===== config.mk =====
export PLATFORM = sky130hd
export DESIGN_NAME = mie_core
export DESIGN_NICKNAME = d
export VERILOG_FILES = /design/src/include/mie_pkg.sv /design/src/core/mie_core.sv
export SDC_FILE = /design/constraint.sdc
export NUM_CORES = 1
export LEC_CHECK = 0
export BUFFER_PORTS_ARGS = -buffer_cell sky130_fd_sc_hd__buf_4
export CAP_MARGIN = 15
export CORE_MARGIN = 2
export CORE_UTILIZATION = 50
export CTS_CLUSTER_DIAMETER = 80
export CTS_CLUSTER_SIZE = 10
export DETAILED_ROUTE_END_ITERATION = 16
export PLACE_DENSITY = 0.68
export SETUP_SLACK_MARGIN = 0.15
export SLEW_MARGIN = 10
export SYNTH_ARGS = -nofsm -noshare
export SYNTH_HDL_FRONTEND = slang
export SYNTH_SLANG_ARGS = --single-unit

===== constraint.sdc =====
create_clock -name ref_clk_in -period 11.64 [get_ports ref_clk_in]
set_clock_uncertainty 0.15 [all_clocks]
set_input_delay 1.164 -clock ref_clk_in [delete_from_list [all_inputs] [get_ports ref_clk_in]]
set_output_delay 1.164 -clock ref_clk_in [all_outputs]
set_load 0.01 [all_outputs]

===== src/include/mie_pkg.sv =====
// Constants, opcodes and state codes of the execute unit.
package mie_pkg;

  // Data path widths and fixed byte values.
  localparam int MIE_DATA_W = 8;
  localparam int MIE_ROM_W = 16;
  localparam int MIE_BIT_W = 3;
  localparam logic [7:0] MIE_BYTE_ZERO = 8'h00;
  localparam logic [7:0] MIE_BYTE_ONES = 8'hFF;
  localparam logic [7:0] MIE_BIT0_MASK = 8'h01;
  localparam logic [7:0] MIE_ONE_BYTE = 8'h01;

  // Default widths and reset values of the core state.
  localparam int MIE_PC_W_DEF = 14;
  localparam int MIE_STACK_DEPTH_DEF = 8;
  localparam logic [7:0] MIE_PCL_ADDR_DEF = 8'h02;
  localparam logic [7:0] MIE_WREG_RESET = 8'h00;
  localparam logic [15:0] MIE_PC_RESET = 16'h0000;

  // Decoded instruction codes from the fetch stage.
  typedef enum logic [5:0] {
    MIE_OP_NOP        = 6'h00,
    MIE_OP_ADC_W      = 6'h01,
    MIE_OP_ADC_M      = 6'h02,
    MIE_OP_ADD_W_MEM  = 6'h03,
    MIE_OP_ADD_W_IMM  = 6'h04,
    MIE_OP_ADD_M      = 6'h05,
    MIE_OP_AND_W_MEM  = 6'h06,
    MIE_OP_AND_W_IMM  = 6'h07,
    MIE_OP_AND_M      = 6'h08,
    MIE_OP_JUMP       = 6'h09,
    MIE_OP_SKZ        = 6'h0A,
    MIE_OP_SKZ_W      = 6'h0B,
    MIE_OP_SKZ_BIT    = 6'h0C,
    MIE_OP_SKNZ_BIT   = 6'h0D,
    MIE_OP_SKINC      = 6'h0E,
    MIE_OP_SKDEC      = 6'h0F,
    MIE_OP_SKINC_W    = 6'h10,
    MIE_OP_SKDEC_W    = 6'h11,
    MIE_OP_CALL       = 6'h12,
    MIE_OP_RETURN     = 6'h13,
    MIE_OP_RETURN_IMM = 6'h14,
    MIE_OP_RETURN_INT = 6'h15,
    MIE_OP_TBL_CUR    = 6'h16,
    MIE_OP_TBL_LAST   = 6'h17,
    MIE_OP_CLR_M      = 6'h18,
    MIE_OP_SET_M      = 6'h19,
    MIE_OP_CLR_BIT    = 6'h1A,
    MIE_OP_WDOG_CLR   = 6'h1B,
    MIE_OP_WDOG_PRE1  = 6'h1C,
    MIE_OP_WDOG_PRE2  = 6'h1D,
    MIE_OP_SWAP_M     = 6'h1E,
    MIE_OP_SWAP_W     = 6'h1F,
    MIE_OP_HALT       = 6'h20
  } mie_op_t;

  // Sequencer states, one-hot.
  typedef enum logic [3:0] {
    MIE_ST_EXEC  = 4'h1,
    MIE_ST_DUMMY = 4'h2,
    MIE_ST_TABLE = 4'h4,
    MIE_ST_HALT  = 4'h8
  } mie_state_t;

  // Last watchdog pre-clear seen, for the two-step pair.
  typedef enum logic [1:0] {
    MIE_PRE_NONE   = 2'h0,
    MIE_PRE_FIRST  = 2'h1,
    MIE_PRE_SECOND = 2'h2
  } mie_pre_t;

endpackage


===== src/core/mie_core.sv =====
// Instruction execute unit of an 8-bit microcontroller core.
//
// Contract
// - Skip taking effect costs two cycles, no skip costs one.
// - Any write landing on the program counter low byte costs two cycles.
// - Pre-clear pair clears timeout and power-down flags only back to back.
// - Add with carry to working register updates overflow, zero, aux, carry.
// - Add with carry to memory writes byte, updates the four flags.
// - Plain add from memory or immediate ignores carry in, sets four flags.
// - AND to working register or memory touches only the zero flag.
// - Call pushes program counter plus one, loads target, two cycles.
// - Jump loads target, two cycles, no flags.
// - All three returns take two cycles; all but return from interrupt touch no flags.
// - Table read from current or last page fills high reg and memory.
// - Skip on zero byte, bit test, or incremented/decremented byte zero.
// - Clear byte writes zero with no flag change.
// - Bit clear forces only the chosen bit low.
// - Single watchdog clear resets counter, clears both flags, one cycle.
// - Nibble swap to memory or working register, one cycle, no flags.
// - Set byte writes all ones; no-operation does nothing; one cycle.
// - Halt enters power-down in one cycle, touching only those two flags.
// - Halt stops the clock, keeps state, clears watchdog, sets power-down.
// - Return from interrupt restores the counter and sets interrupt enable.
//
// Design decisions made here: the register addresses and the strobed register port.
`timescale 1ns/1ps
`default_nettype none

module mie_core #(
  parameter int PC_W = mie_pkg::MIE_PC_W_DEF,
  parameter int STACK_DEPTH = mie_pkg::MIE_STACK_DEPTH_DEF,
  parameter logic [7:0] PCL_ADDR = mie_pkg::MIE_PCL_ADDR_DEF
) (
  // Clock and reset.
  input wire logic ref_clk_in,
  input wire logic reset_n_in,
  // Decoded instruction from the fetch stage.
  input wire logic instr_valid_in,
  input wire mie_pkg::mie_op_t instr_op_in,
  input wire logic [7:0] instr_mem_addr_in,
  input wire logic [7:0] instr_imm_in,
  input wire logic [2:0] instr_bit_in,
  input wire logic [PC_W-1:0] instr_target_in,
  input wire logic [7:0] mem_operand_in,
  output logic instr_ready_out,
  output logic [PC_W-1:0] pc_out,
  // Data memory write port.
  output logic mem_we_out,
  output logic [7:0] mem_waddr_out,
  output logic [7:0] mem_wdata_out,
  // Program memory table port.
  input wire logic [7:0] table_pointer_in,
  input wire logic [15:0] rom_rdata_in,
  output logic rom_re_out,
  output logic [PC_W-1:0] rom_addr_out,
  // Working register and status.
  output logic [7:0] working_register_out,
  output logic [7:0] table_high_byte_reg_out,
  output logic carry_flag_out,
  output logic auxiliary_carry_flag_out,
  output logic zero_flag_out,
  output logic signed_overflow_flag_out,
  output logic watchdog_timeout_flag_out,
  output logic power_down_flag_out,
  output logic master_interrupt_enable_out,
  // Watchdog and power-down control.
  input wire logic wdog_timeout_in,
  input wire logic wake_in,
  output logic watchdog_clear_out,
  output logic halted_out
);
  import mie_pkg::*;

  localparam int SP_W = $clog2(STACK_DEPTH);

  // Refuse unservable shapes.
  if (PC_W <= MIE_DATA_W || PC_W > MIE_ROM_W) begin : g_bad_pc
    $error("mie_core: PC_W must be 9 to 16");
  end
  if (STACK_DEPTH < 2 || (1 << SP_W) != STACK_DEPTH) begin : g_bad_stack
    $error("mie_core: STACK_DEPTH must be a power of two, at least 2");
  end

  // Sum of two bytes and a carry: {overflow, aux carry, carry, sum}.
  function automatic logic [10:0] mie_add(input logic [7:0] a,
                                          input logic [7:0] b,
                                          input logic cin);
    logic [8:0] full;
    logic [4:0] low;
    logic ovf;
    full = {1'b0, a} + {1'b0, b} + {8'h00, cin};
    low = {1'b0, a[3:0]} + {1'b0, b[3:0]} + {4'h0, cin};
    ovf = (a[7] == b[7]) && (full[7] != a[7]);
    return {ovf, low[4], full[8], full[7:0]};
  endfunction

  // Registers.
  mie_state_t state_r;
  mie_pre_t pre_last_r;
  logic [PC_W-1:0] pc_r;
  logic [PC_W-1:0] stack_r [STACK_DEPTH];
  logic [SP_W-1:0] sp_r;
  logic [7:0] wreg_r;
  logic c_r, ac_r, z_r, ov_r, to_r, pd_r, ie_r;
  logic [7:0] table_high_byte_reg_r;
  logic mem_we_r;
  logic [7:0] mem_waddr_r, mem_wdata_r, tbl_dest_r;
  logic rom_re_r;
  logic [PC_W-1:0] rom_addr_r;
  logic wdog_clr_r;
  logic wake_q1_r, wake_q2_r, wake_q3_r;

  // Decode results.
  logic accept;
  logic [7:0] opnd, res;
  logic [10:0] sum;
  logic wr_mem, wr_w, upd_arith, upd_z, skip, jump, push, pop;
  logic two_cyc, tbl, tbl_last, wd_clr, pre1, pre2, halt, set_ie;
  logic pcl_hit, pre_pair, wake_ok;
  logic [PC_W-1:0] pc_inc, pc_nxt;

  assign accept = instr_valid_in && (state_r == MIE_ST_EXEC);
  assign instr_ready_out = (state_r == MIE_ST_EXEC);
  assign pc_inc = pc_r + PC_W'(1);

  // Forward last cycle's write; memory shows it one cycle late.
  assign opnd = (mem_we_r && mem_waddr_r == instr_mem_addr_in) ?
                mem_wdata_r : mem_operand_in;

  // Wake counts once stages two and three agree high.
  assign wake_ok = wake_q2_r && wake_q3_r;

  // Decode and arithmetic/logic results.
  always_comb begin
    res = opnd;
    sum = mie_add(wreg_r, opnd, 1'b0);
    wr_mem = 1'b0;
    wr_w = 1'b0;
    upd_arith = 1'b0;
    upd_z = 1'b0;
    skip = 1'b0;
    jump = 1'b0;
    push = 1'b0;
    pop = 1'b0;
    two_cyc = 1'b0;
    tbl = 1'b0;
    tbl_last = 1'b0;
    wd_clr = 1'b0;
    pre1 = 1'b0;
    pre2 = 1'b0;
    halt = 1'b0;
    set_ie = 1'b0;
    case (instr_op_in)
      MIE_OP_ADC_W, MIE_OP_ADC_M: begin
        sum = mie_add(wreg_r, opnd, c_r);
        res = sum[7:0];
        upd_arith = 1'b1;
        wr_w = (instr_op_in == MIE_OP_ADC_W);
        wr_mem = (instr_op_in == MIE_OP_ADC_M);
      end
      MIE_OP_ADD_W_MEM, MIE_OP_ADD_M: begin
        res = sum[7:0];
        upd_arith = 1'b1;
        wr_w = (instr_op_in == MIE_OP_ADD_W_MEM);
        wr_mem = (instr_op_in == MIE_OP_ADD_M);
      end
      MIE_OP_ADD_W_IMM: begin
        sum = mie_add(wreg_r, instr_imm_in, 1'b0);
        res = sum[7:0];
        upd_arith = 1'b1;
        wr_w = 1'b1;
      end
      MIE_OP_AND_W_MEM, MIE_OP_AND_M: begin
        res = wreg_r & opnd;
        upd_z = 1'b1;
        wr_w = (instr_op_in == MIE_OP_AND_W_MEM);
        wr_mem = (instr_op_in == MIE_OP_AND_M);
      end
      MIE_OP_AND_W_IMM: begin
        res = wreg_r & instr_imm_in;
        upd_z = 1'b1;
        wr_w = 1'b1;
      end
      MIE_OP_JUMP: begin
        jump = 1'b1;
        two_cyc = 1'b1;
      end
      MIE_OP_CALL: begin
        jump = 1'b1;
        push = 1'b1;
        two_cyc = 1'b1;
      end
      MIE_OP_RETURN, MIE_OP_RETURN_INT: begin
        pop = 1'b1;
        two_cyc = 1'b1;
        set_ie = (instr_op_in == MIE_OP_RETURN_INT);
      end
      MIE_OP_RETURN_IMM: begin
        pop = 1'b1;
        two_cyc = 1'b1;
        res = instr_imm_in;
        wr_w = 1'b1;
      end
      MIE_OP_SKZ, MIE_OP_SKZ_W: begin
        skip = (opnd == MIE_BYTE_ZERO);
        wr_w = (instr_op_in == MIE_OP_SKZ_W);
      end
      MIE_OP_SKZ_BIT: skip = ~opnd[instr_bit_in];
      MIE_OP_SKNZ_BIT: skip = opnd[instr_bit_in];
      MIE_OP_SKINC, MIE_OP_SKINC_W: begin
        res = opnd + MIE_ONE_BYTE;
        skip = (res == MIE_BYTE_ZERO);
        wr_w = (instr_op_in == MIE_OP_SKINC_W);
        wr_mem = (instr_op_in == MIE_OP_SKINC);
      end
      MIE_OP_SKDEC, MIE_OP_SKDEC_W: begin
        res = opnd - MIE_ONE_BYTE;
        skip = (res == MIE_BYTE_ZERO);
        wr_w = (instr_op_in == MIE_OP_SKDEC_W);
        wr_mem = (instr_op_in == MIE_OP_SKDEC);
      end
      MIE_OP_TBL_CUR, MIE_OP_TBL_LAST: begin
        tbl = 1'b1;
        tbl_last = (instr_op_in == MIE_OP_TBL_LAST);
      end
      MIE_OP_CLR_M: begin
        res = MIE_BYTE_ZERO;
        wr_mem = 1'b1;
      end
      MIE_OP_SET_M: begin
        res = MIE_BYTE_ONES;
        wr_mem = 1'b1;
      end
      MIE_OP_CLR_BIT: begin
        res = opnd & ~(MIE_BIT0_MASK << instr_bit_in);
        wr_mem = 1'b1;
      end
      MIE_OP_SWAP_M, MIE_OP_SWAP_W: begin
        res = {opnd[3:0], opnd[7:4]};
        wr_mem = (instr_op_in == MIE_OP_SWAP_M);
        wr_w = (instr_op_in == MIE_OP_SWAP_W);
      end
      MIE_OP_WDOG_CLR: wd_clr = 1'b1;
      MIE_OP_WDOG_PRE1: pre1 = 1'b1;
      MIE_OP_WDOG_PRE2: pre2 = 1'b1;
      MIE_OP_HALT: halt = 1'b1;
      MIE_OP_NOP: res = opnd;
      default: res = opnd;
    endcase
  end

  // A write to the low byte of the counter needs a refetch slot.
  assign pcl_hit = wr_mem && (instr_mem_addr_in == PCL_ADDR);

  // A pair needs the other half just before.
  assign pre_pair = (pre1 && pre_last_r == MIE_PRE_SECOND) ||
                    (pre2 && pre_last_r == MIE_PRE_FIRST);

  // Next program counter.
  always_comb begin
    if (jump) begin
      pc_nxt = instr_target_in;
    end else if (pop) begin
      pc_nxt = stack_r[sp_r - SP_W'(1)];
    end else if (pcl_hit) begin
      pc_nxt = {pc_r[PC_W-1:MIE_DATA_W], res};
    end else if (skip) begin
      pc_nxt = pc_r + PC_W'(2);
    end else begin
      pc_nxt = pc_inc;
    end
  end

  // Sequencer: dummy, table and power-down slots.
  always_ff @(posedge ref_clk_in or negedge reset_n_in) begin
    if (!reset_n_in) begin
      state_r <= MIE_ST_EXEC;
    end else begin
      case (state_r)
        MIE_ST_EXEC: begin
          if (accept && halt) begin
            state_r <= MIE_ST_HALT;
          end else if (accept && tbl) begin
            state_r <= MIE_ST_TABLE;
          end else if (accept && (two_cyc || skip || pcl_hit)) begin
            state_r <= MIE_ST_DUMMY;
          end
        end
        MIE_ST_DUMMY: state_r <= MIE_ST_EXEC;
        MIE_ST_TABLE: state_r <= MIE_ST_EXEC;
        MIE_ST_HALT: begin
          if (wake_ok) begin
            state_r <= MIE_ST_EXEC;
          end
        end
        default: state_r <= MIE_ST_EXEC;
      endcase
    end
  end

  // Program counter; a table word aimed at the low byte also reloads it.
  always_ff @(posedge ref_clk_in or negedge reset_n_in) begin
    if (!reset_n_in) begin
      pc_r <= MIE_PC_RESET[PC_W-1:0];
    end else if (accept) begin
      pc_r <= pc_nxt;
    end else if (state_r == MIE_ST_TABLE && tbl_dest_r == PCL_ADDR) begin
      pc_r <= {pc_r[PC_W-1:MIE_DATA_W], rom_rdata_in[7:0]};
    end
  end

  // Return stack; overflow and underflow wrap around silently.
  always_ff @(posedge ref_clk_in or negedge reset_n_in) begin
    if (!reset_n_in) begin
      sp_r <= '0;
    end else if (accept && push) begin
      stack_r[sp_r] <= pc_inc;
      sp_r <= sp_r + SP_W'(1);
    end else if (accept && pop) begin
      sp_r <= sp_r - SP_W'(1);
    end
  end

  // Working register.
  always_ff @(posedge ref_clk_in or negedge reset_n_in) begin
    if (!reset_n_in) begin
      wreg_r <= MIE_WREG_RESET;
    end else if (accept && wr_w) begin
      wreg_r <= res;
    end
  end

  // Arithmetic flags.
  always_ff @(posedge ref_clk_in or negedge reset_n_in) begin
    if (!reset_n_in) begin
      c_r <= 1'b0;
      ac_r <= 1'b0;
      z_r <= 1'b0;
      ov_r <= 1'b0;
    end else if (accept && upd_arith) begin
      ov_r <= sum[10];
      ac_r <= sum[9];
      c_r <= sum[8];
      z_r <= (res == MIE_BYTE_ZERO);
    end else if (accept && upd_z) begin
      z_r <= (res == MIE_BYTE_ZERO);
    end
  end

  // Timeout and power-down flags; a same-cycle timeout beats a clear.
  always_ff @(posedge ref_clk_in or negedge reset_n_in) begin
    if (!reset_n_in) begin
      to_r <= 1'b0;
      pd_r <= 1'b0;
    end else begin
      if (accept && (wd_clr || pre_pair)) begin
        to_r <= 1'b0;
        pd_r <= 1'b0;
      end else if (accept && halt) begin
        to_r <= 1'b0;
        pd_r <= 1'b1;
      end
      if (wdog_timeout_in) begin
        to_r <= 1'b1;
      end
    end
  end

  // Pre-clear tracker; any other instruction breaks the pair.
  always_ff @(posedge ref_clk_in or negedge reset_n_in) begin
    if (!reset_n_in) begin
      pre_last_r <= MIE_PRE_NONE;
    end else if (accept) begin
      if (pre_pair) begin
        pre_last_r <= MIE_PRE_NONE;
      end else if (pre1) begin
        pre_last_r <= MIE_PRE_FIRST;
      end else if (pre2) begin
        pre_last_r <= MIE_PRE_SECOND;
      end else begin
        pre_last_r <= MIE_PRE_NONE;
      end
    end
  end

  // One-cycle clear of the watchdog counter and prescaler.
  always_ff @(posedge ref_clk_in or negedge reset_n_in) begin
    if (!reset_n_in) begin
      wdog_clr_r <= 1'b0;
    end else begin
      wdog_clr_r <= accept && (wd_clr || pre_pair || halt);
    end
  end

  // Master interrupt enable, set on return from interrupt.
  always_ff @(posedge ref_clk_in or negedge reset_n_in) begin
    if (!reset_n_in) begin
      ie_r <= 1'b0;
    end else if (accept && set_ie) begin
      ie_r <= 1'b1;
    end
  end

  // Table fetch address; the last page is all ones above the pointer.
  always_ff @(posedge ref_clk_in or negedge reset_n_in) begin
    if (!reset_n_in) begin
      rom_re_r <= 1'b0;
      rom_addr_r <= '0;
      tbl_dest_r <= MIE_BYTE_ZERO;
    end else begin
      rom_re_r <= accept && tbl;
      if (accept && tbl) begin
        tbl_dest_r <= instr_mem_addr_in;
        rom_addr_r <= tbl_last ?
          {{(PC_W-MIE_DATA_W){1'b1}}, table_pointer_in} :
          {pc_r[PC_W-1:MIE_DATA_W], table_pointer_in};
      end
    end
  end

  // Table high byte register.
  always_ff @(posedge ref_clk_in or negedge reset_n_in) begin
    if (!reset_n_in) begin
      table_high_byte_reg_r <= MIE_BYTE_ZERO;
    end else if (state_r == MIE_ST_TABLE) begin
      table_high_byte_reg_r <= rom_rdata_in[15:8];
    end
  end

  // Registered data memory write port.
  always_ff @(posedge ref_clk_in or negedge reset_n_in) begin
    if (!reset_n_in) begin
      mem_we_r <= 1'b0;
      mem_waddr_r <= MIE_BYTE_ZERO;
      mem_wdata_r <= MIE_BYTE_ZERO;
    end else if (state_r == MIE_ST_TABLE) begin
      mem_we_r <= 1'b1;
      mem_waddr_r <= tbl_dest_r;
      mem_wdata_r <= rom_rdata_in[7:0];
    end else begin
      mem_we_r <= accept && wr_mem;
      mem_waddr_r <= instr_mem_addr_in;
      mem_wdata_r <= res;
    end
  end

  // Wake pin synchroniser; only the second stage reads the first.
  always_ff @(posedge ref_clk_in or negedge reset_n_in) begin
    if (!reset_n_in) begin
      wake_q1_r <= 1'b0;
      wake_q2_r <= 1'b0;
      wake_q3_r <= 1'b0;
    end else begin
      wake_q1_r <= wake_in;
      wake_q2_r <= wake_q1_r;
      wake_q3_r <= wake_q2_r;
    end
  end

  // Outputs straight from registers.
  assign pc_out = pc_r;
  assign mem_we_out = mem_we_r;
  assign mem_waddr_out = mem_waddr_r;
  assign mem_wdata_out = mem_wdata_r;
  assign rom_re_out = rom_re_r;
  assign rom_addr_out = rom_addr_r;
  assign working_register_out = wreg_r;
  assign table_high_byte_reg_out = table_high_byte_reg_r;
  assign carry_flag_out = c_r;
  assign auxiliary_carry_flag_out = ac_r;
  assign zero_flag_out = z_r;
  assign signed_overflow_flag_out = ov_r;
  assign watchdog_timeout_flag_out = to_r;
  assign power_down_flag_out = pd_r;
  assign master_interrupt_enable_out = ie_r;
  assign watchdog_clear_out = wdog_clr_r;
  // Halt gates the system clock outside this block.
  assign halted_out = (state_r == MIE_ST_HALT);

endmodule

`default_nettype wire


==> results of run 1 <==
sequential cells by signal, summed over array words and instances, names as in the netlist, 8 cells and up:
signal / flops
rom_addr_out: 14
mem_wdata_out: 8
table_high_byte_reg_out: 8
working_register_out: 8
stack_r: 112
pc_out: 14
tbl_dest_r: 8
mem_waddr_out: 8
report_power, final:
| part | switching, mW | internal, mW | total, mW |
|---|---|---|---|
| Clock | 0.287 | 0.390 | 0.677 |
| Combinational | 0.484 | 0.411 | 0.895 |
| Sequential | 0.0996 | 0.855 | 0.955 |
| Total | 0.870 | 1.66 | 2.53 |
metrics by stage:
stage	setup WS [ps]	instance area, um^2	std cells	power [mW]	hold WS, ps
finish	6240	13900	1544	2.53	202
detailed placement	5790	13200	1500	1.86	193
CTS	6310	13900	1544	2.54	205
global route	5750	13900	1544	2.66	214
floorplan	6470	11800	1081	1.55	181
global placement	5920	13200	1500	1.85	185
kinds of logic (layout without fill, tap and decap cells):
logic type	Yosys count	count (layout)	share of synthesized area
adder cells (fa/ha/maj)	27	27	0.0300
buffers and inverters	92	236	0.0343
multiplexers	112	112	0.132
flip-flops	202	202	0.477
AO/OA/AOI/OAI	223	223	0.131
AND/OR/NAND/NOR	372	372	0.157
XOR/XNOR	53	53	0.0394
Yosys cell counts (all sizes together) (4+ instances only):
| master | n | share of area |
|---|---|---|
| dfrtp | 89 | 0.19 |
| o221ai | 9 | 0.0067 |
| o21a | 7 | 0.0045 |
| clkbuf | 38 | 0.012 |
| and2 | 9 | 0.0049 |
| a211oi | 9 | 0.0062 |
| or3 | 4 | 0.0021 |
| nor2 | 76 | 0.025 |
| and3 | 16 | 0.0085 |
| or3b | 4 | 0.0030 |
| a21oi | 43 | 0.019 |
| nand2b | 7 | 0.0037 |
| or2 | 6 | 0.0032 |
| nand3b | 7 | 0.0045 |
| ha | 25 | 0.027 |
| o31ai | 8 | 0.0051 |
| nor2b | 10 | 0.0053 |
| a22oi | 13 | 0.0083 |
| nand4 | 11 | 0.0064 |
| o2111ai | 6 | 0.0045 |
| xor2 | 12 | 0.0089 |
| nor4b | 9 | 0.0078 |
| o21ai | 51 | 0.022 |
| o22ai | 5 | 0.0027 |
| o21bai | 8 | 0.0051 |
| a221oi | 11 | 0.0082 |
| xnor2 | 41 | 0.030 |
| inv | 30 | 0.0096 |
| nor3 | 34 | 0.015 |
| mux2i | 46 | 0.040 |
| nand3 | 28 | 0.012 |
| a21o | 13 | 0.0083 |
| nand2 | 129 | 0.041 |
| o311ai | 7 | 0.0065 |
| edfxtp | 112 | 0.29 |
| mux4 | 30 | 0.058 |
| nor3b | 4 | 0.0025 |
| nor4 | 8 | 0.0042 |
| buf | 24 | 0.013 |
| mux2 | 36 | 0.034 |
| a31oi | 8 | 0.0042 |
worst register-to-register path, stage by stage, from the launching register on:
cell	delay (ps)
dfrtp_1	410
xnor2_1	160
nand3_1	130
nor3_4	170
buf_4	390
mux2i_1	530
inv_1	170
ha_1	240
inv_1	70
fa_1	200
nor2b_1	80
o21ai_0	220
or3b_2	480
and2_1	230
a221oi_1	320
o221ai_1	200
a211oi_1	280
a21o_1	190
nand4b_1	120
o31ai_1	200
metal layers:
metal / wire (um) / global-route usage / part of all wire
met1: 14200 / 0.379 / 0.41
met2: 16900 / 0.462 / 0.50
met3: 2110 / 0.0344 / 0.062
met4: 905 / 0.0714 / 0.027
met5: 0 / 0 / 0
layout by cell type, fill, tap and decap left out, types with 18 or more instances in the layout:
master	netlist	layout
clkbuf_16	0	24
dfrtp_1	89	88
mux4_2	29	29
xnor2_1	41	41
nor3_1	32	28
a21oi_1	41	41
nand2_1	129	129
ha_1	25	25
mux2_2	36	36
mux2i_1	44	44
buf_4	0	162
clkbuf_1	38	18
nor2_1	75	71
edfxtp_1	112	112
nand3_1	28	28
inv_1	27	27
o21ai_0	51	50
worst max-delay path by stage:
stage	from	to
6_report	instr_mem_addr_in[5]	zero_flag_out
3_5_place_dp	instr_mem_addr_in[5]	zero_flag_out
3_3_place_gp	instr_mem_addr_in[4]	zero_flag_out
2_1_floorplan	instr_mem_addr_in[1]	zero_flag_out
4_1_cts	instr_mem_addr_in[5]	zero_flag_out
5_1_grt	instr_mem_addr_in[2]	zero_flag_out
cell type report:
| type | count | area, um^2 | share of cell area |
|---|---|---|---|
| sequential | 202 | 5620 | 0.405 |
| tap | 319 | 399 | 0.0288 |
| clock inverter | 2 | 38.8 | 0.00280 |
| inverter | 30 | 113 | 0.00812 |
| timing repair buffer | 162 | 1220 | 0.0877 |
| multi-input combinational | 787 | 5810 | 0.419 |
| clock buffer | 42 | 668 | 0.0482 |
==> out/qor.csv, run 1 <==
metric,value,unit
power_density,182,nW/um^2
clock_path_buffers,3,
crit_family,compound AO/OA/AOI/OAI gates,
rsz0062_at_grt,false,
drc,0,
setup_viol,0,
min_path_cells,0,
wirelength,34.1,mm
dieHeight,157,um
rows,56,
ys.flop_type,edfxtp_1,
grt_max_degree,49,
ff2ff_path_depth,19,
port_buffers,147,
hold_start,wake_q1_r,
cp-end-kind,register,
dp_hpwl,24.7,mm
syn_area,11800,um^2
slew_violations,0,
cts-htree-levels,1,
crit_slowest_cell,mux2i_1,
ys_types,80,
synth_nets,1184,
dr.pass1.iters,5,
path_depth,20,
timing.fmax,185,MHz
start_util,0.506,
ir_drop,0.176,mV
slew_headroom,0.332,
reg2reg_to,zero_flag_out,
synth.avg_cell_area,10.9,um^2
synth_seq_cells,202,
gp_congestion,0.952,
cts_buffers,24,
cts_resized,0,
cts_setup_buffers,0,
ant_nets,0,
cts_tree,yes,
final_nets,1310,
antennaDiodeCount,0,
antenna_found_initial,0,
synthArstFlopShare,0.446,
min_to,wake_q2_r,
routedWlPerCell,22.1,um
cp_cell_sequence,"buf_4, xnor2_1, nand3_1, nor3_4, buf_4, mux2i_1, inv_1, ha_1, inv_1, fa_1, nor2b_1, o21ai_0, or3b_2, and2_1, a221oi_1, o221ai_1, a211oi_1, a21o_1, nand4b_1, o31ai_1",
io_pins,148,
r2r_slack,6580,ps
ys_warn_count,0,
path_class,in -> reg,
vias,9330,
worstHoldPathType,reg -> reg,
drt_iter0_drc,715,
die-area,24800,um^2
period_needed,5400,ps
fin_crit_sh,0.464,
finish.utilization,0.596,
crit_arrival,5680,ps
clockRootBuffer,clkbuf_16,
synthToLayoutAreaGrowth,17.7,%
die_x,157,um
cpPeakStageDelay,520,ps
design.core.area,23300,um^2
grt_pass1_wl,52.2,mm
grt_pass1_vias,8862,
worst-path-buf-inv,4,
start_kind,primary input,
synth_edf_count,112,
clock-sinks,202,
drive_gt1_frac,0.238,
p_leak,5.51,nW
synthCells,1081,
clkSlewWorstSetupHoldPaths,60,ps
status,finished clean,
grt_util_all_layers,0.275,
overflow,0,
yosysSeqAreaShare,0.477,
tightestPinTransition,993,ps
path_max_fanout,29,
vias_per_cell,6.04,
hold_violations,0,
max_cap_violations,0,
insertion_delay,530,ps
r2r-start,mem_waddr_out[4],
fill_cells,1975,
required,11910,ps
holdBufCountCts,0,
setup_tns,0,ps
Power figures use the tool's default switching activity.
==> run 2: changes to the inputs <==
clock period = 5.05 ns   (was 11.64 ns; I/O delays follow)
==> out/qor.csv, run 2 (synthesized netlist as in run 1, its figures left out) <==
metric,value,unit
start_util,0.506,
vias_per_cell,6.14,
final_cell_mix,"181 x buf_4, 129 x nand2_1, 112 x edfxtp_1",
fin_crit_sh,0.897,
antennaDiodeCount,0,
cts-htree-levels,1,
crit_arrival,4800,ps
worstHoldPathType,in -> reg,
ant_nets,0,
largest-register,stack_r,
overflow,0,
worst-path-buf-inv,3,
ff2ff_path_depth,19,
seqCellArea,5620,um^2
slew_violations,0,
path_max_fanout,8,
die-area,24800,um^2
largest_reg_flops,112,
wirelength,35.5,mm
dr.pass1.iters,5,
gp_congestion,0.943,
r2r_slack,520,ps
hold_violations,0,
setup_slack,523,ps
cpPeakStageDelay,470,ps
cp-end-kind,register,
hold_start,wdog_timeout_in,
dp_hpwl,25.6,mm
period_needed,4530,ps
crit_slowest_cell,or3b_2,
path_class,reg -> reg,
die_x,157,um
io_pins,148,
timing.fmax,221,MHz
status,finished clean,
routedWlPerCell,22.7,um
drive_gt1_frac,0.249,
dieHeight,157,um
hold_ws,15.5,ps
antenna_found_initial,0,
multi_input_area,5790,um^2
clockRootBuffer,clkbuf_16,
rows,56,
cts_buffers,25,
grt_util_all_layers,0.287,
min_path_cells,2,
reg2reg_to,zero_flag_out,
setup_viol,0,
final_nets,1335,
port_buffers,147,
rsz0062_at_grt,false,
clock-sinks,202,
required,5320,ps
crit_family,compound AO/OA/AOI/OAI gates,
cp_cell_sequence,"xnor2_1, nand4_1, nor3_4, buf_4, mux2i_1, inv_1, ha_1, inv_1, fa_1, nor2b_1, o21ai_1, or3b_2, and2_1, a221oi_1, o221ai_1, a211oi_1, a21o_1, nand4b_1, o31ai_1",
grt_max_degree,60,
vias,9614,
setup_tns,0,ps
cts_tree,yes,
fill_cells,1963,
insertion_delay,540,ps
ir_drop,0.378,mV
final_common_cell,buf_4,
grt_pass1_wl,54.5,mm
design.core.area,23300,um^2
drc,0,
clkSlewWorstSetupHoldPaths,50,ps
synthToLayoutAreaGrowth,19.6,%
tightestPinTransition,923,ps
clock_path_buffers,3,
r2r-start,mem_waddr_out[7],
dp_slack,229,ps
grt_pass1_vias,9403,
p_leak,5.64,nW
path_common_cell,inv_1,
drt_iter0_drc,813,
min_to,watchdog_timeout_flag_out,
slew_headroom,0.379,
power_density,423,nW/um^2
start_kind,register,
max_cap_violations,0,
[run 2: cell count changes in the layout (fill, tap and decap cells not counted), sizes merged]
cell         delta
buf            +19
dlygate4sd3     +5
clkbuf          -3
clkinv          -2
inv             +2
bufinv          +1
clkinvlp        +1
[run 2: metrics by stage]
stage,power (mW),cells,util,area (um^2)
finish,5.95,1567,0.605,14100
global route,6.24,1567,0.605,14100
CTS,5.98,1566,0.605,14100
detailed placement,4.30,1518,0.570,13300
global placement,4.27,1518,0.570,13300
floorplan,3.57,1081,-,11800
[run 2: cell type report]
cell class	count	share of cell area
flip-flops and latches	202	0.399
clock buffers	39	0.0489
repair buffers	186	0.100
inverters	30	0.00800
clock inverters	4	0.00471
multi-input cells	787	0.411
well taps	319	0.0283
[run 2: how the worst max path moves through the flow]
stage | from | end | slack (ps) | cells past startpoint
floorplan | instr_mem_addr_in[1] | zero_flag_out | 540 | 21
global placement | instr_mem_addr_in[5] | zero_flag_out | 360 | 20
detailed placement | instr_mem_addr_in[7] | zero_flag_out | 230 | 20
CTS | mem_waddr_out[7] | zero_flag_out | 450 | 19
global route | mem_waddr_out[1] | zero_flag_out | 160 | 19
finish | mem_waddr_out[7] | zero_flag_out | 520 | 19
[run 2: report_power, final]
part / total, mW / internal (mW) / switching, mW
sequential: 2.20 / 1.97 / 0.226
clock: 1.66 / 0.988 / 0.673
combinational: 2.10 / 0.968 / 1.13
[run 2: layer usage]
metal  vias to the layer above  GRT usage  routed length (um)
li1                       4368          -                   -
met5                         -          0                   0
met1                      4761      0.387               14400
met2                       406      0.471               17300
met3                        79     0.0383                2440
met4                         0      0.120                1390
[run 2: worst reg2reg max path: stages, from the launching register on]
cell,delay (ps)
dfrtp_1,390
xnor2_1,190
nand4_1,160
nor3_4,140
buf_4,200
mux2i_1,360
inv_1,140
ha_1,240
inv_1,80
fa_1,200
nor2b_1,80
o21ai_1,160
or3b_2,470
and2_1,230
a221oi_1,310
o221ai_1,190
a211oi_1,260
a21o_1,170
nand4b_1,110
o31ai_1,200
[run 2: what timing repair did]
item | 4_1_cts | 5_1_grt
endpoints found under the hold margin | 57 | 0
setup buffers | 0 | 1
hold buffers | 5 | 0
setup endpoints to repair | 0 | 1
gates resized for setup | 0 | 2
==> run 3: changes to the inputs <==
clock period = 4.32 ns   (was 5.05 ns; I/O delays follow)
==> out/qor.csv, run 3 (synthesized netlist as in run 1, its figures left out) <==
metric,value,unit
status,finished clean,
insertion_delay,520,ps
cts-htree-levels,1,
r2r-start,mem_waddr_out[7],
ff2ff_path_depth,18,
final_common_cell,buf_4,
largest_reg_flops,112,
path_class,reg -> reg,
drt_iter0_drc,833,
wirelength,36.0,mm
design.core.area,23300,um^2
path_max_fanout,7,
max_cap_violations,0,
gp_congestion,0.921,
r2r_slack,190,ps
final_cell_mix,"207 x buf_4, 129 x nand2_1, 112 x edfxtp_1",
cts_buffers,24,
grt_pass1_vias,9520,
place_area,13500,um^2
reg2reg_to,zero_flag_out,
crit_slowest_cell,a2111o_1,
cp-end-kind,register,
overflow,0,
fin_crit_sh,0.956,
instances_no_fill,1614,
path_depth,18,
drc,0,
endpoint,zero_flag_out,
crit_arrival,4400,ps
drive_gt1_frac,0.292,
clockRootBuffer,clkbuf_16,
cts_tree,yes,
rows,56,
worstHoldPathType,in -> reg,
antenna_found_initial,0,
crit_start,mem_waddr_out[7],
grt_pass1_wl,54.4,mm
timing.fmax,242,MHz
grt_util_all_layers,0.288,
ant_nets,0,
die_x,157,um
dr.pass1.iters,5,
antennaDiodeCount,0,
synthToLayoutAreaGrowth,24.9,%
clock_path_buffers,3,
cp_cell_sequence,"xnor2_2, nand4_1, nor3_4, buf_12, buf_4, mux2i_2, inv_1, ha_4, o21a_1, o21a_1, o21ai_0, a2111o_1, o211a_1, o21ai_0, o2111a_2, a21o_1, nand4b_1, o31ai_1",
tightestPinTransition,1010,ps
dp_hpwl,25.6,mm
rsz0062_at_grt,true,
routedWlPerCell,22.3,um
start_util,0.506,
slew_violations,0,
vias,9835,
final_nets,1384,
io_pins,148,
vias_per_cell,6.09,
p_leak,5.90,nW
dp.cells,1536,
hold_violations,0,
largest-register,stack_r,
cpPeakStageDelay,440,ps
clkSlewWorstSetupHoldPaths,60,ps
dieHeight,157,um
ir_drop,0.381,mV
die-area,24800,um^2
required,4590,ps
power_density,477,nW/um^2
grt_max_degree,53,
clock-sinks,202,
port_buffers,147,
setup_viol,0,
start_kind,register,
period_needed,4130,ps
worst-path-buf-inv,3,
crit_family,compound AO/OA/AOI/OAI gates,
slew_headroom,0.324,
finalInstanceArea,14700,um^2
-- run 3: what timing repair did --
action / CTS / global route
endpoints found under the hold margin: 61 / 0
endpoints found under the setup margin: 1 / 21
setup buffers: 1 / 12
cloned: 0 / 1
hold buffers: 24 / 0
pin swaps: 1 / 20
resized for setup: 0 / 45
-- run 3: worst min path at each step --
stage	start	to	slack [ps]	cells past startpoint
after detailed placement	wake_q1_r	wake_q2_r	190	0
after global routing	instr_mem_addr_in[2]	tbl_dest_r[2]	9	3
after global placement	wake_q1_r	wake_q2_r	190	0
after CTS	instr_mem_addr_in[2]	tbl_dest_r[2]	1	3
final	instr_mem_addr_in[2]	tbl_dest_r[2]	20	3
after floorplan	reset_n_in	auxiliary_carry_flag_out	-10	0
-- run 3: report_power, final --
group	internal [mW]	switching, mW
sequential	2.30	0.272
clock	1.03	0.743
combinational	1.28	1.39
-- run 3: routing by layer --
metal,vias to the layer above,GRT usage,wire length (um)
met5,-,0,0
met4,0,0.123,1580
met3,113,0.0457,2540
met2,429,0.480,17800
met1,4836,0.375,14100
li1,4457,-,-
-- run 3: worst reg2reg max path, delay by kind of cell, from the launching register on --
family,cells,cell delay [ps]
buffers and inverters,3,440
multiplexers,1,200
adder cells (fa/ha/maj),1,320
AO/OA/AOI/OAI,9,1820
XOR/XNOR,1,170
flip-flops,1,420
AND/OR/NAND/NOR,3,520
-- run 3: metrics by stage --
stage,setup TNS [ps],power [mW],hold WS [ps],utilization,setup slack (ps)
floorplan,0,4.19,-13.6,-,164
global placement,0,5.08,185,0.579,7.21
detailed placement,-27.1,5.10,193,0.579,-27.1
CTS,0,6.91,1.26,0.618,193
global route,-372,7.36,9.08,0.633,-142
finish,0,7.01,17.5,0.633,189
-- run 3: cell type report --
type	count	area, um^2
Clock buffer	37	649
Clock inverter	3	28.8
Fill cell	1932	8550
Inverter	30	113
Multi-Input combinational cell	787	6030
Sequential cell	202	5620
Tap cell	319	399
Timing Repair Buffer	236	1870
